**src/logic/mfdt_regs.vh**
```
// Register offsets, field positions, reset values and timing counts of the multifunction block
`ifndef MFDT_REGS_VH
`define MFDT_REGS_VH
`define MFDT_ADR_PORT_OUT 8'h00
`define MFDT_ADR_PORT_IN 8'h04
`define MFDT_ADR_LOCAL_RD 8'h08
`define MFDT_ADR_SCAN 8'h0C
`define MFDT_ADR_TOT_CTRL 8'h10
`define MFDT_ADR_TOT_COUNT 8'h14
`define MFDT_ADR_DAC1 8'h18
`define MFDT_ADR_DAC2 8'h1C
`define MFDT_ADR_SCAN_RD 8'h20
`define MFDT_ADR_STATUS 8'h24
`define MFDT_TOT_FALL_BIT 0
`define MFDT_TOT_CLEAR_BIT 1
`define MFDT_SCAN_P1_BIT 0
`define MFDT_SCAN_P2_BIT 1
`define MFDT_SCAN_ACT_BIT 2
`define MFDT_LOCAL_SEL_BIT 0
`define MFDT_PORT_OUT_RST 16'hFFFF
`define MFDT_DAC_RST 16'h8000
`define MFDT_CTRL_RST 2'h0
`define MFDT_SCAN_RST 3'h0
`define MFDT_TOT_MAX 26'h3FFFFFF
`define MFDT_UNMAPPED_DATA 32'h00000000
`define MFDT_CLK_HZ 200000000
`define MFDT_PULSE_MAX_HZ 100000
`define MFDT_PULSE_MIN_CYC (`MFDT_CLK_HZ / `MFDT_PULSE_MAX_HZ)
`endif

```
**src/logic/mfdt_sync2.v**
```verilog
// Two flip-flop synchroniser for a bundle of asynchronous pin levels
`timescale 1ns/1ps
module mfdt_sync2 #(
    parameter WIDTH = 1
) (
    // Clock and reset
    input wire clk_in,
    input wire arst_n_in,
    // Levels
    input wire [WIDTH-1:0] async_in,
    output wire [WIDTH-1:0] sync_out
);
    reg [WIDTH-1:0] meta_ff;
    reg [WIDTH-1:0] sync_ff;

    always @(posedge clk_in or negedge arst_n_in) begin
        if (!arst_n_in) begin
            meta_ff <= {WIDTH{1'b0}};
            sync_ff <= {WIDTH{1'b0}};
        end else begin
            meta_ff <= async_in;
            sync_ff <= meta_ff;
        end
    end

    assign sync_out = sync_ff;
endmodule

```
**src/logic/mfdt_top.v**
```verilog
// Digital ports, gated pulse totalizer and analog output codes behind a Wishbone slave
`timescale 1ns/1ps
`include "mfdt_regs.vh"

// How it works
// RULE1: Two 8-bit ports, each sampled in and driven out through open-drain pins.
// RULE2: Remote port read returns both ports as 16 bits unless either is scanned.
// RULE3: Local read returns only the one selected 8-bit port per access.
// RULE4: The totalizer is a 26-bit counter reaching 67,108,863.
// RULE5: Every qualifying pulse up to 100 kHz is counted, none missed.
// RULE6: A control bit selects rising or falling counting edge.
// RULE7: True-sense gate enables counting high, disables low.
// RULE8: Inverted-sense gate enables counting low, disables high.
// RULE9: Counting happens only while both gates are enabling.
// RULE10: Port inputs and count can be read as scan measurements during a scan.
// RULE11: Each of two analog channels holds a 16-bit output code.
// RULE12: Pulse and gate pins pass a two-stage synchroniser before edge detection.
// RULE13: An increment from the maximum count wraps to zero.
module mfdt_top #(
    parameter PORT_W = 8,
    parameter COUNT_W = 26,
    parameter DAC_W = 16
) (
    // Clock and reset
    input wire clk_in,
    input wire arst_n_in,
    // Wishbone slave
    input wire wb_cyc_in,
    input wire wb_stb_in,
    input wire wb_we_in,
    input wire [7:0] wb_adr_in,
    input wire [3:0] wb_sel_in,
    input wire [31:0] wb_dat_in,
    output reg [31:0] wb_dat_out,
    output wire wb_ack_out,
    // Digital port pins, open drain
    input wire [PORT_W-1:0] port1_pin_in,
    output wire [PORT_W-1:0] port1_pin_out,
    output wire [PORT_W-1:0] port1_pin_oe_n_out,
    input wire [PORT_W-1:0] port2_pin_in,
    output wire [PORT_W-1:0] port2_pin_out,
    output wire [PORT_W-1:0] port2_pin_oe_n_out,
    // Totalizer pins
    input wire tot_pulse_in,
    input wire tot_gate_in,
    input wire tot_gate_n_in,
    // Analog output codes
    output wire [DAC_W-1:0] dac1_code_out,
    output wire [DAC_W-1:0] dac2_code_out
);
    localparam CW = COUNT_W;

    ////////////////////////////////////////////////////////////////////////////
    // Byte-lane merge for register writes
    function [31:0] lane_merge;
        input [31:0] old_val;
        input [31:0] new_val;
        input [3:0] sel;
        integer i;
        begin
            lane_merge = old_val;
            for (i = 0; i < 4; i = i + 1) begin
                if (sel[i]) begin
                    lane_merge[i*8 +: 8] = new_val[i*8 +: 8];
                end
            end
        end
    endfunction

    // Zero extension of the port pair to a bus word
    function [31:0] zext_port;
        input [2*PORT_W-1:0] val;
        begin
            zext_port = {{(32-2*PORT_W){1'b0}}, val};
        end
    endfunction

    // Zero extension of a count to a bus word
    function [31:0] zext_count;
        input [CW-1:0] val;
        begin
            zext_count = {{(32-CW){1'b0}}, val};
        end
    endfunction

    // Zero extension of an output code to a bus word
    function [31:0] zext_dac;
        input [DAC_W-1:0] val;
        begin
            zext_dac = {{(32-DAC_W){1'b0}}, val};
        end
    endfunction

    // One selected port out of the pair
    function [PORT_W-1:0] local_byte;
        input sel;
        input [2*PORT_W-1:0] ports;
        begin
            local_byte = sel ? ports[2*PORT_W-1:PORT_W] : ports[PORT_W-1:0];
        end
    endfunction

    // Both gates in their enabling state
    function gate_open;
        input gate;
        input gate_n;
        begin
            gate_open = gate && !gate_n;
        end
    endfunction

    // Counting edge chosen by the edge control bit
    function edge_pick;
        input fall_mode;
        input rise;
        input fall;
        begin
            edge_pick = fall_mode ? fall : rise;
        end
    endfunction

    ////////////////////////////////////////////////////////////////////////////
    // Input synchronisers
    wire [2*PORT_W-1:0] ports_sync;
    wire [2:0] tot_sync;

    mfdt_sync2 #(.WIDTH(2*PORT_W)) u_port_sync (
        .clk_in(clk_in),
        .arst_n_in(arst_n_in),
        .async_in({port2_pin_in, port1_pin_in}),
        .sync_out(ports_sync)
    );

    mfdt_sync2 #(.WIDTH(3)) u_tot_sync (
        .clk_in(clk_in),
        .arst_n_in(arst_n_in),
        .async_in({tot_gate_n_in, tot_gate_in, tot_pulse_in}),
        .sync_out(tot_sync)
    ); // RULE12

    ////////////////////////////////////////////////////////////////////////////
    // Registers
    reg [2*PORT_W-1:0] port_out_ff;
    reg [1:0] tot_ctrl_ff;
    reg [2:0] scan_ff;
    reg local_sel_ff;
    reg [DAC_W-1:0] dac1_ff;
    reg [DAC_W-1:0] dac2_ff;
    reg [CW-1:0] count_ff;
    reg pulse_prev_ff;
    reg wrapped_ff;
    reg ack_ff;
    reg [2*PORT_W-1:0] scan_ports_ff;
    reg [CW-1:0] scan_count_ff;

    wire req = wb_cyc_in && wb_stb_in && !ack_ff;
    wire wr = req && wb_we_in;
    wire [31:0] wdat_port = lane_merge(zext_port(port_out_ff), wb_dat_in, wb_sel_in);
    wire [31:0] wdat_ctrl = lane_merge({30'h0, tot_ctrl_ff}, wb_dat_in, wb_sel_in);
    wire [31:0] wdat_scan = lane_merge({29'h0, scan_ff}, wb_dat_in, wb_sel_in);
    wire [31:0] wdat_sel = lane_merge({31'h0, local_sel_ff}, wb_dat_in, wb_sel_in);
    wire [31:0] wdat_dac1 = lane_merge(zext_dac(dac1_ff), wb_dat_in, wb_sel_in);
    wire [31:0] wdat_dac2 = lane_merge(zext_dac(dac2_ff), wb_dat_in, wb_sel_in);
    wire clear_cmd = wr && (wb_adr_in == `MFDT_ADR_TOT_CTRL) &&
        wdat_ctrl[`MFDT_TOT_CLEAR_BIT];

    always @(posedge clk_in or negedge arst_n_in) begin
        if (!arst_n_in) begin
            port_out_ff <= `MFDT_PORT_OUT_RST;
            tot_ctrl_ff <= `MFDT_CTRL_RST;
            scan_ff <= `MFDT_SCAN_RST;
            local_sel_ff <= 1'b0;
            dac1_ff <= `MFDT_DAC_RST;
            dac2_ff <= `MFDT_DAC_RST;
        end else if (wr) begin
            case (wb_adr_in)
                `MFDT_ADR_PORT_OUT: begin
                    port_out_ff <= wdat_port[2*PORT_W-1:0]; // RULE1
                end
                `MFDT_ADR_TOT_CTRL: begin
                    tot_ctrl_ff <= {1'b0, wdat_ctrl[`MFDT_TOT_FALL_BIT]}; // RULE6
                end
                `MFDT_ADR_SCAN: begin
                    scan_ff <= wdat_scan[2:0];
                end
                `MFDT_ADR_LOCAL_RD: begin
                    local_sel_ff <= wdat_sel[`MFDT_LOCAL_SEL_BIT];
                end
                `MFDT_ADR_DAC1: begin
                    dac1_ff <= wdat_dac1[DAC_W-1:0]; // RULE11
                end
                `MFDT_ADR_DAC2: begin
                    dac2_ff <= wdat_dac2[DAC_W-1:0]; // RULE11
                end
                default: begin
                    port_out_ff <= port_out_ff;
                end
            endcase
        end
    end

    ////////////////////////////////////////////////////////////////////////////
    // Totalizer
    wire pulse_s = tot_sync[0];
    wire gate_ok = gate_open(tot_sync[1], tot_sync[2]); // RULE7 RULE8 RULE9
    wire edge_rise = pulse_s && !pulse_prev_ff;
    wire edge_fall = !pulse_s && pulse_prev_ff;
    wire edge_hit = edge_pick(tot_ctrl_ff[`MFDT_TOT_FALL_BIT], edge_rise, edge_fall); // RULE6
    wire count_en = edge_hit && gate_ok; // RULE9
    wire at_max = (count_ff == `MFDT_TOT_MAX);
    reg [CW-1:0] nxt_count;

    always @* begin
        nxt_count = count_ff;
        if (count_en) begin
            nxt_count = at_max ? {CW{1'b0}} : count_ff + 1'b1; // RULE4 RULE13
        end else if (clear_cmd) begin
            nxt_count = {CW{1'b0}};
        end
    end

    // Every synchronised edge is seen once per clock; 100 kHz is far below
    // the clock, so no edge is missed
    always @(posedge clk_in or negedge arst_n_in) begin
        if (!arst_n_in) begin
            pulse_prev_ff <= 1'b0;
            count_ff <= {CW{1'b0}};
            wrapped_ff <= 1'b0;
        end else begin
            pulse_prev_ff <= pulse_s; // RULE12
            count_ff <= nxt_count; // RULE5
            if (count_en && at_max) begin
                wrapped_ff <= 1'b1; // RULE13
            end else if (clear_cmd) begin
                wrapped_ff <= 1'b0;
            end
        end
    end

    ////////////////////////////////////////////////////////////////////////////
    // Scan snapshot
    always @(posedge clk_in or negedge arst_n_in) begin
        if (!arst_n_in) begin
            scan_ports_ff <= {(2*PORT_W){1'b0}};
            scan_count_ff <= {CW{1'b0}};
        end else if (scan_ff[`MFDT_SCAN_ACT_BIT]) begin
            scan_ports_ff <= ports_sync; // RULE10
            scan_count_ff <= count_ff; // RULE10
        end
    end

    ////////////////////////////////////////////////////////////////////////////
    // Read mux and acknowledge
    wire scan_busy = scan_ff[`MFDT_SCAN_P1_BIT] || scan_ff[`MFDT_SCAN_P2_BIT];
    reg [31:0] nxt_rdat;

    always @* begin
        case (wb_adr_in)
            `MFDT_ADR_PORT_OUT: begin
                nxt_rdat = zext_port(port_out_ff);
            end
            `MFDT_ADR_PORT_IN: begin
                nxt_rdat = scan_busy ? 32'h00000000 : zext_port(ports_sync); // RULE2
            end
            `MFDT_ADR_LOCAL_RD: begin
                nxt_rdat = {{(32-PORT_W){1'b0}}, local_byte(local_sel_ff, ports_sync)}; // RULE3
            end
            `MFDT_ADR_SCAN: begin
                nxt_rdat = {29'h0, scan_ff};
            end
            `MFDT_ADR_TOT_CTRL: begin
                nxt_rdat = {30'h0, tot_ctrl_ff};
            end
            `MFDT_ADR_TOT_COUNT: begin
                nxt_rdat = zext_count(count_ff); // RULE4
            end
            `MFDT_ADR_DAC1: begin
                nxt_rdat = zext_dac(dac1_ff);
            end
            `MFDT_ADR_DAC2: begin
                nxt_rdat = zext_dac(dac2_ff);
            end
            `MFDT_ADR_SCAN_RD: begin
                nxt_rdat = zext_count(scan_count_ff); // RULE10
            end
            `MFDT_ADR_STATUS: begin
                nxt_rdat = {{(32-2*PORT_W-2){1'b0}}, wrapped_ff, scan_busy,
                    scan_ports_ff}; // RULE10
            end
            default: begin
                nxt_rdat = `MFDT_UNMAPPED_DATA;
            end
        endcase
    end

    always @(posedge clk_in or negedge arst_n_in) begin
        if (!arst_n_in) begin
            ack_ff <= 1'b0;
            wb_dat_out <= 32'h00000000;
        end else begin
            ack_ff <= req;
            if (req && !wb_we_in) begin
                wb_dat_out <= nxt_rdat;
            end
        end
    end

    assign wb_ack_out = ack_ff;

    ////////////////////////////////////////////////////////////////////////////
    // Pin drive: a 0 bit pulls the open-drain pin low
    assign port1_pin_out = {PORT_W{1'b0}};
    assign port2_pin_out = {PORT_W{1'b0}};
    assign port1_pin_oe_n_out = port_out_ff[PORT_W-1:0]; // RULE1
    assign port2_pin_oe_n_out = port_out_ff[2*PORT_W-1:PORT_W]; // RULE1
    assign dac1_code_out = dac1_ff;
    assign dac2_code_out = dac2_ff;
endmodule

```
**config.mk**
```make
export PLATFORM = sky130hd
export DESIGN_NAME = mfdt_top
export DESIGN_NICKNAME = d
export VERILOG_FILES = /design/src/logic/mfdt_sync2.v /design/src/logic/mfdt_top.v
export VERILOG_INCLUDE_DIRS = /design/src /design/src/logic
export SDC_FILE = /design/constraint.sdc
export NUM_CORES = 1
export LEC_CHECK = 0
export ABC_AREA = 1
export CORE_MARGIN = 5
export CORE_UTILIZATION = 44
export CTS_BUF_LIST = sky130_fd_sc_hd__clkbuf_2 sky130_fd_sc_hd__clkbuf_4 sky130_fd_sc_hd__clkbuf_8
export CTS_CLUSTER_DIAMETER = 80
export DETAILED_ROUTE_END_ITERATION = 12
export DONT_BUFFER_PORTS = 1
export GPL_ROUTABILITY_DRIVEN = 1
export PLACE_DENSITY = 0.65
export SLEW_MARGIN = 5
export SYNTH_ARGS = -nofsm -noshare
export SYNTH_HDL_FRONTEND = slang
export SYNTH_SLANG_ARGS = --single-unit
export TNS_END_PERCENT = 20
```
**constraint.sdc**
```tcl
create_clock -name clk_in -period 2.95 [get_ports clk_in]
set_clock_uncertainty 0.05 [all_clocks]
set_input_delay 0.59 -clock clk_in [delete_from_list [all_inputs] [get_ports clk_in]]
set_output_delay 0.59 -clock clk_in [all_outputs]
set_load 0.005 [all_outputs]
```
==> metrics.yaml, run 1 <==
timing.critical_path.buf_inv: 1
tightestPinTransition_ps: 729.2
drv_slew: 0
end_kind: "flop"
drt_iter0_markers: 474
synthCells: 1084
row_count: 52
rsz0062_at_grt: "false"
io_pins: 165
clkPwrFrac: 0.339
num_antenna_cells: 0
viasPerCell: 5.003
max_slew_margin: 0.5139
syn_area_mm2: 0.009014
setup_violations: 0
cts_buffers: 17
avgSynthCellArea_um2: 8.315
placed_cell_area_mm2: 0.009116
failed_checks: "negative hold slack"
grt_util_all_layers: 0.1935
dr.pass1.iters: 5
yosys_warnings: 0
crit_chain: "ha_1, nand2_2, nor2_4, nand2_4, nor2_4, nand3_2, nand2_2, inv_2, nand2_1, o21ai_1"
antenna_found_initial: 1
min_period_ps: 2004
crit_type: "flop to flop"
htreeDepth: 4
fin_ws_ps: 946.1
synth_top_cell_by_area: "dfrtp_1"
layout.nets: 1148
pwr-share-comb: 0.097
crit_fanout: 11
cts_resized: 0
detail-route-antenna-nets: 0
grt_overflow_total: 0
clockBufferDepth: 2
finalWirelength_um: 22360
fill_cells: 1923
r2r_end: "count_ff[1]"
critPathRequiredTime_ps: 3250
port_buffers: 0
timing.fmax_mhz: 499.0
finalNonFillerCells: 1362
crit_path_start_kind: "flop"
cts-root-buf: "clkbuf_8"
ys_seq_elements: 188
setup_tns_ps: 0
seq_power_share: 0.564
synthTopCellsByArea: "dfrtp_1 47%, nand2_1 15%, dfstp_2 5.2%, inv_1 4.1%, o21ai_0 3.9%"
dp_cells: 1330
seq_area_mm2: 0.004728
p_sw_w: 0.001555
finalPower_w: 0.005320
synthDistinctLibCells: 37
chipWidth_um: 153.1
multi_input_area_mm2: 0.003546
drcViolationCount: 0
grt_pass1_wl_um: 36400
worstRegToRegCells: 10
whs_ps: -243.7
max_stage_delay_ps: 460
crit_family: "simple AND/OR/NAND/NOR gates"
cts_tree: "done"
path_depth: 10
postCtsSetupBuffers: 0
gp_congestion: 0.8477
clk_pin_slew_ps: 100
outcome: "finished with violations"
start_util: 0.4455
intPower_w: 0.003764
p_leak_nw: 4.704
grt_max_degree: 189
finalInstanceArea_mm2: 0.009533
die_area_mm2: 0.02345
power.density_mw_per_mm2: 558.0
sw_frac_of_total: 0.2924
fin_crit_sh: 0.6793
drv_cap: 0
cts.sinks: 188
dp_hpwl_um: 16270
area_growth_pct: 5.761
holdCritPathClass: "primary input to asynchronous set/reset pin"
ys_seq_area_frac: 0.5244
die_h_um: 153.1
peakVddDrop_uv: 323.6
via_count: 6814
pre_cts_ws_ps: 805.9
final_common_cell: "nand2_1"
synth.top_cell.area_share: 0.4720
slowest_stage: "dfrtp_1"
reg2reg_from: "count_ff[0]"
wl_per_cell_um: 16.41
drive_gt1_frac: 0.1209
layout_common_cells: "352 x nand2_1, 169 x dfrtp_1, 99 x inv_1, 90 x nor2_1, 71 x o21ai_0"
core-area_mm2: 0.02023
r2r_slack_ps: 950
hold_violations: 173
grt_pass1_vias: 6497
worst_ep_arrival_time_ps: 2310
clock_latency_ps: 470
through the flow:
step | hold WS, ps | utilization
final | -243.7 | 0.4711
after global routing | -285.7 | 0.4711
after floorplan | 244.4 | -
after global placement | 257.3 | 0.4505
after detailed placement | 257.6 | 0.4505
after CTS | -264.6 | 0.4711
state kept, by name, summed over array words and instances (netlist names):
| register | count |
|---|---|
| count_ff | 26 |
| scan_count_ff | 26 |
| wb_dat_out | 26 |
| dac1_code_out | 16 |
| dac2_code_out | 16 |
| port_out_ff | 16 |
| scan_ports_ff | 16 |
| u_port_sync.meta_ff | 16 |
| u_port_sync.sync_out | 16 |
| scan_ff | 3 |
| u_tot_sync.meta_ff | 3 |
| u_tot_sync.sync_out | 3 |
| local_sel_ff | 1 |
| pulse_prev_ff | 1 |
| tot_ctrl_ff | 1 |
| wb_ack_out | 1 |
| wrapped_ff | 1 |
metal layers:
| layer | vias up | routed length, um | global-route usage |
|---|---|---|---|
| met3 | 27 | 1345 | 0.04919 |
| li1 | 3370 | - | - |
| met1 | 3242 | 10020 | 0.2628 |
| met4 | 2 | 297 | 0.04922 |
| met2 | 173 | 10690 | 0.3122 |
| met5 | - | 7 | 0 |
synth_stat cells (all sizes together):
library cell and n:
dfrtp 170, clkbuf 12, mux2 5, nor2 109
o21a 1, ha 1, nand2 367, clkinv 1
xnor2 3, o21ai 118, a21oi 17, conb 1
o22ai 14, buf 46, xor2 12, nand4 4
o2bb2ai 1, inv 106, nand3b 1, a31oi 2
nor3 5, nand3 70, dfstp 18
how the worst max path moves through the flow:
stage / from / end
5_1_grt: count_ff[0] / count_ff[1]
3_3_place_gp: wb_adr_in[0] / wb_dat_out[4]
2_1_floorplan: wb_adr_in[1] / count_ff[23]
4_1_cts: count_ff[0] / count_ff[1]
3_5_place_dp: wb_adr_in[0] / wb_dat_out[4]
6_report: count_ff[0] / count_ff[1]
power by group through the flow:
stage / clock network (W) / logic (W) / registers (W)
final: 0.00180 / 0.000515 / 0.00300
after global routing: 0.00195 / 0.000601 / 0.00303
after CTS: 0.00184 / 0.000517 / 0.00300
after detailed placement: 0 / 0.000514 / 0.00305
after global placement: 0 / 0.000499 / 0.00304
after floorplan: 0 / 0.000463 / 0.00297
cell type report:
class,count,area share
multi-input combinational,752,0.3720
sequential,188,0.4960
timing repair buffer,13,0.01024
clock buffer,18,0.02533
clock inverter,14,0.01838
tap,270,0.03544
inverter,107,0.04266
cell families (layout without fill, tap and decap cells):
group | Yosys count | count (layout) | share of synthesized area
AO/OA/AOI/OAI | 153 | 153 | 0.09411
XOR/XNOR | 15 | 15 | 0.01458
adder cells (fa/ha/maj) | 1 | 1 | 0.001388
buffers and inverters | 165 | 152 | 0.09092
flip-flops | 188 | 188 | 0.5244
multiplexers | 5 | 5 | 0.006246
other | 1 | 22 | 0.0004160
AND/OR/NAND/NOR | 556 | 556 | 0.2679
Power figures use the tool's default switching activity.
==> run 2, diff against run 1 <==
==> constraint.sdc (replaced) <==
create_clock -name clk_in -period 2.1 [get_ports clk_in]
set_clock_uncertainty 0.05 [all_clocks]
set_input_delay 0.42 -clock clk_in [delete_from_list [all_inputs] [get_ports clk_in]]
set_output_delay 0.42 -clock clk_in [all_outputs]
set_load 0.005 [all_outputs]
==> run 2 against run 1 <==
Against the previous run:
- the run still ends with negative hold slack left
- sequential power up 39%
- first-iteration DRC count up 1.1%
- wire length rose by 1.8%
- critical path depth shrank 1
- flip-flop and latch count is the same
- worst setup slack lost 640 ps
- die area unchanged
- critical endpoint is now count_ff[11]
- largest power group unchanged
==> metrics.yaml, run 2 (synthesis gave the netlist of run 1 again) <==
clk_pin_slew_ps: 100  # about the same
drv_slew: 0  # unchanged
gp_congestion: 0.9014  # +6.3%
cp-startpoint: "count_ff[0]"
timing.fmax_mhz: 556.9  # +12%
cts_buffers: 17  # unchanged
fin_crit_sh: 0.8551  # +0.1758
num_antenna_cells: 0  # unchanged
worst_ep_arrival_time_ps: 2090  # -220 ps
crit_path_start_kind: "flop"
failed_checks: "negative hold slack"
dr_wl_met3_um: 1252  # -6.9%
power.density_mw_per_mm2: 756.0  # +35%
port_buffers: 0  # unchanged
dr.pass1.iters: 7  # +2
core-area_mm2: 0.02023  # unchanged
grt_pass1_wl_um: 37160  # +2.1%
grt_max_degree: 189  # unchanged
placed_cell_area_mm2: 0.009191  # +0.82%
viasPerCell: 4.997  # -0.12%
top_regs: "count_ff: 26 flops, scan_count_ff: 26 flops, wb_dat_out: 26 flops"
r2r_end: "count_ff[11]"
worstRegToRegCells: 9  # -1
rsz0062_at_grt: "false"
max_stage_delay_ps: 430  # -30 ps
met2_length_um: 10930  # +2.3%
pre_cts_ws_ps: 213.5  # -592.4 ps
min_period_ps: 1796  # -208.2 ps
wl_per_cell_um: 16.36  # -0.33%
antenna_found_initial: 0  # -1
layout_common_cells: "352 x nand2_1, 169 x dfrtp_1, 99 x inv_1, 90 x nor2_1, 71 x o21ai_0"
p_leak_nw: 4.828  # +2.6%
grt_pass1_vias: 6748  # +3.9%
io_pins: 165  # unchanged
end_kind: "flop"
final_common_cell: "nand2_1"
layout.nets: 1177  # +2.5%
chipWidth_um: 153.1  # unchanged
finalNonFillerCells: 1391  # +2.1%
crit_type: "flop to flop"
grt_overflow_total: 0  # unchanged
drcViolationCount: 0  # unchanged
htreeDepth: 4  # unchanged
met1_length_um: 10300  # +2.8%
crit_path_end: "count_ff[11]"
timing.critical_path.buf_inv: 1  # unchanged
crit_family: "simple AND/OR/NAND/NOR gates"
cts_hold_buffers: 19
start_util: 0.4455  # unchanged
crit_fanout: 7  # -4
postCtsSetupBuffers: 0  # unchanged
reg2reg_from: "count_ff[0]"
fill_cells: 1962  # +2.0%
outcome: "finished with violations"
dp_hpwl_um: 16340  # +0.42%
setup_violations: 0  # unchanged
drt_iter0_markers: 479  # +1.1%
via_count: 6951  # +2.0%
finalInstanceArea_mm2: 0.009766  # +2.4%
die_h_um: 153.1  # unchanged
top_layer_used: "met4"
hold_violations: 188  # +8.7%
drive_gt1_frac: 0.1267  # +0.005793
holdCritPathClass: "primary input to asynchronous set/reset pin"
clockBufferDepth: 2  # unchanged
row_count: 52  # unchanged
area_growth_pct: 8.343
path_depth: 9  # -1
cts_tree: "done"
max_slew_margin: 0.6662  # +0.1524
clock_latency_ps: 470  # about the same
critPathRequiredTime_ps: 2390  # -860 ps
detail-route-antenna-nets: 0  # unchanged
fin_ws_ps: 304.4  # -641.8 ps
peakVddDrop_uv: 551.3  # +70%
drv_cap: 0  # unchanged
cts_resized: 0  # unchanged
whs_ps: -409.0  # -165.3 ps
grt_util_all_layers: 0.1959  # +0.002412
dp_cells: 1340  # +0.75%
tightestPinTransition_ps: 499.9  # -229.3 ps
setup_tns_ps: 0  # unchanged
slowest_stage: "dfrtp_1"
r2r_slack_ps: 300  # -640 ps
cts.sinks: 188  # unchanged
finalWirelength_um: 22760  # +1.8%
crit_chain: "ha_1, nand2_2, nor2_4, nand2_4, nor2_4, nand3_2, nand2_2, buf_4, o22ai_1"
cts-root-buf: "clkbuf_8"
die_area_mm2: 0.02345  # unchanged
[run 2: cell count changes in the layout (fill, tap and decap cells not counted), moves of 2 or more]
cell | previous run | this run
inv_6 | 3 | 6
inv_8 | 5 | 2
dlygate4sd3_1 | 0 | 19
clkinv_2 | 0 | 3
clkinvlp_4 | 2 | 0
buf_4 | 13 | 23
[run 2: worst min path at each step]
stage / from / slack (ps) / end / cells past startpoint
6_report: arst_n_in / -410 / u_port_sync.sync_out[8] / 0
5_1_grt: arst_n_in / -450 / u_tot_sync.sync_out[2] / 0
4_1_cts: arst_n_in / -430 / wb_dat_out[20] / 0
3_5_place_dp: arst_n_in / 90 / pulse_prev_ff / 0
3_3_place_gp: arst_n_in / 90 / wb_dat_out[25] / 0
2_1_floorplan: arst_n_in / 70 / count_ff[0] / 0
[run 2: metal layers]
layer,vias to the layer above,global-route usage
li1,3427,-
met1,3335,0.2673
met2,169,0.3189
met3,20,0.04693
met4,0,0.04540
met5,-,0
[run 2: worst register-to-register path, cell delays in order, from the launching register on]
cell	delay, ps
dfrtp_1	430
ha_1	220
nand2_2	90
nor2_4	150
nand2_4	90
nor2_4	180
nand3_2	80
nand2_2	120
buf_4	170
o22ai_1	80
[run 2: through the flow]
stage | total power, W | utilization
2_1_floorplan | 0.004816 | -
3_3_place_gp | 0.004995 | 0.4542
3_5_place_dp | 0.005023 | 0.4542
4_1_cts | 0.007440 | 0.4826
5_1_grt | 0.007748 | 0.4826
6_report | 0.007383 | 0.4826
[run 2: cell type report]
cell class                      instances  area [um^2]  area share
Inverter                              107        406.6     0.04164
Sequential cell                       188         4728      0.4842
Clock inverter                         13        128.9     0.01320
Clock buffer                           19        255.2     0.02614
Timing Repair Buffer                   42        362.8     0.03716
Tap cell                              270        337.8     0.03459
Multi-Input combinational cell        752         3546      0.3631
[run 2: where the power goes]
part	total, W	switching [W]	internal, W
clock	0.00240	0.00138	0.00102
sequential	0.00418	0.000277	0.00391
combinational	0.000803	0.000501	0.000302
total	0.00738	0.00215	0.00523
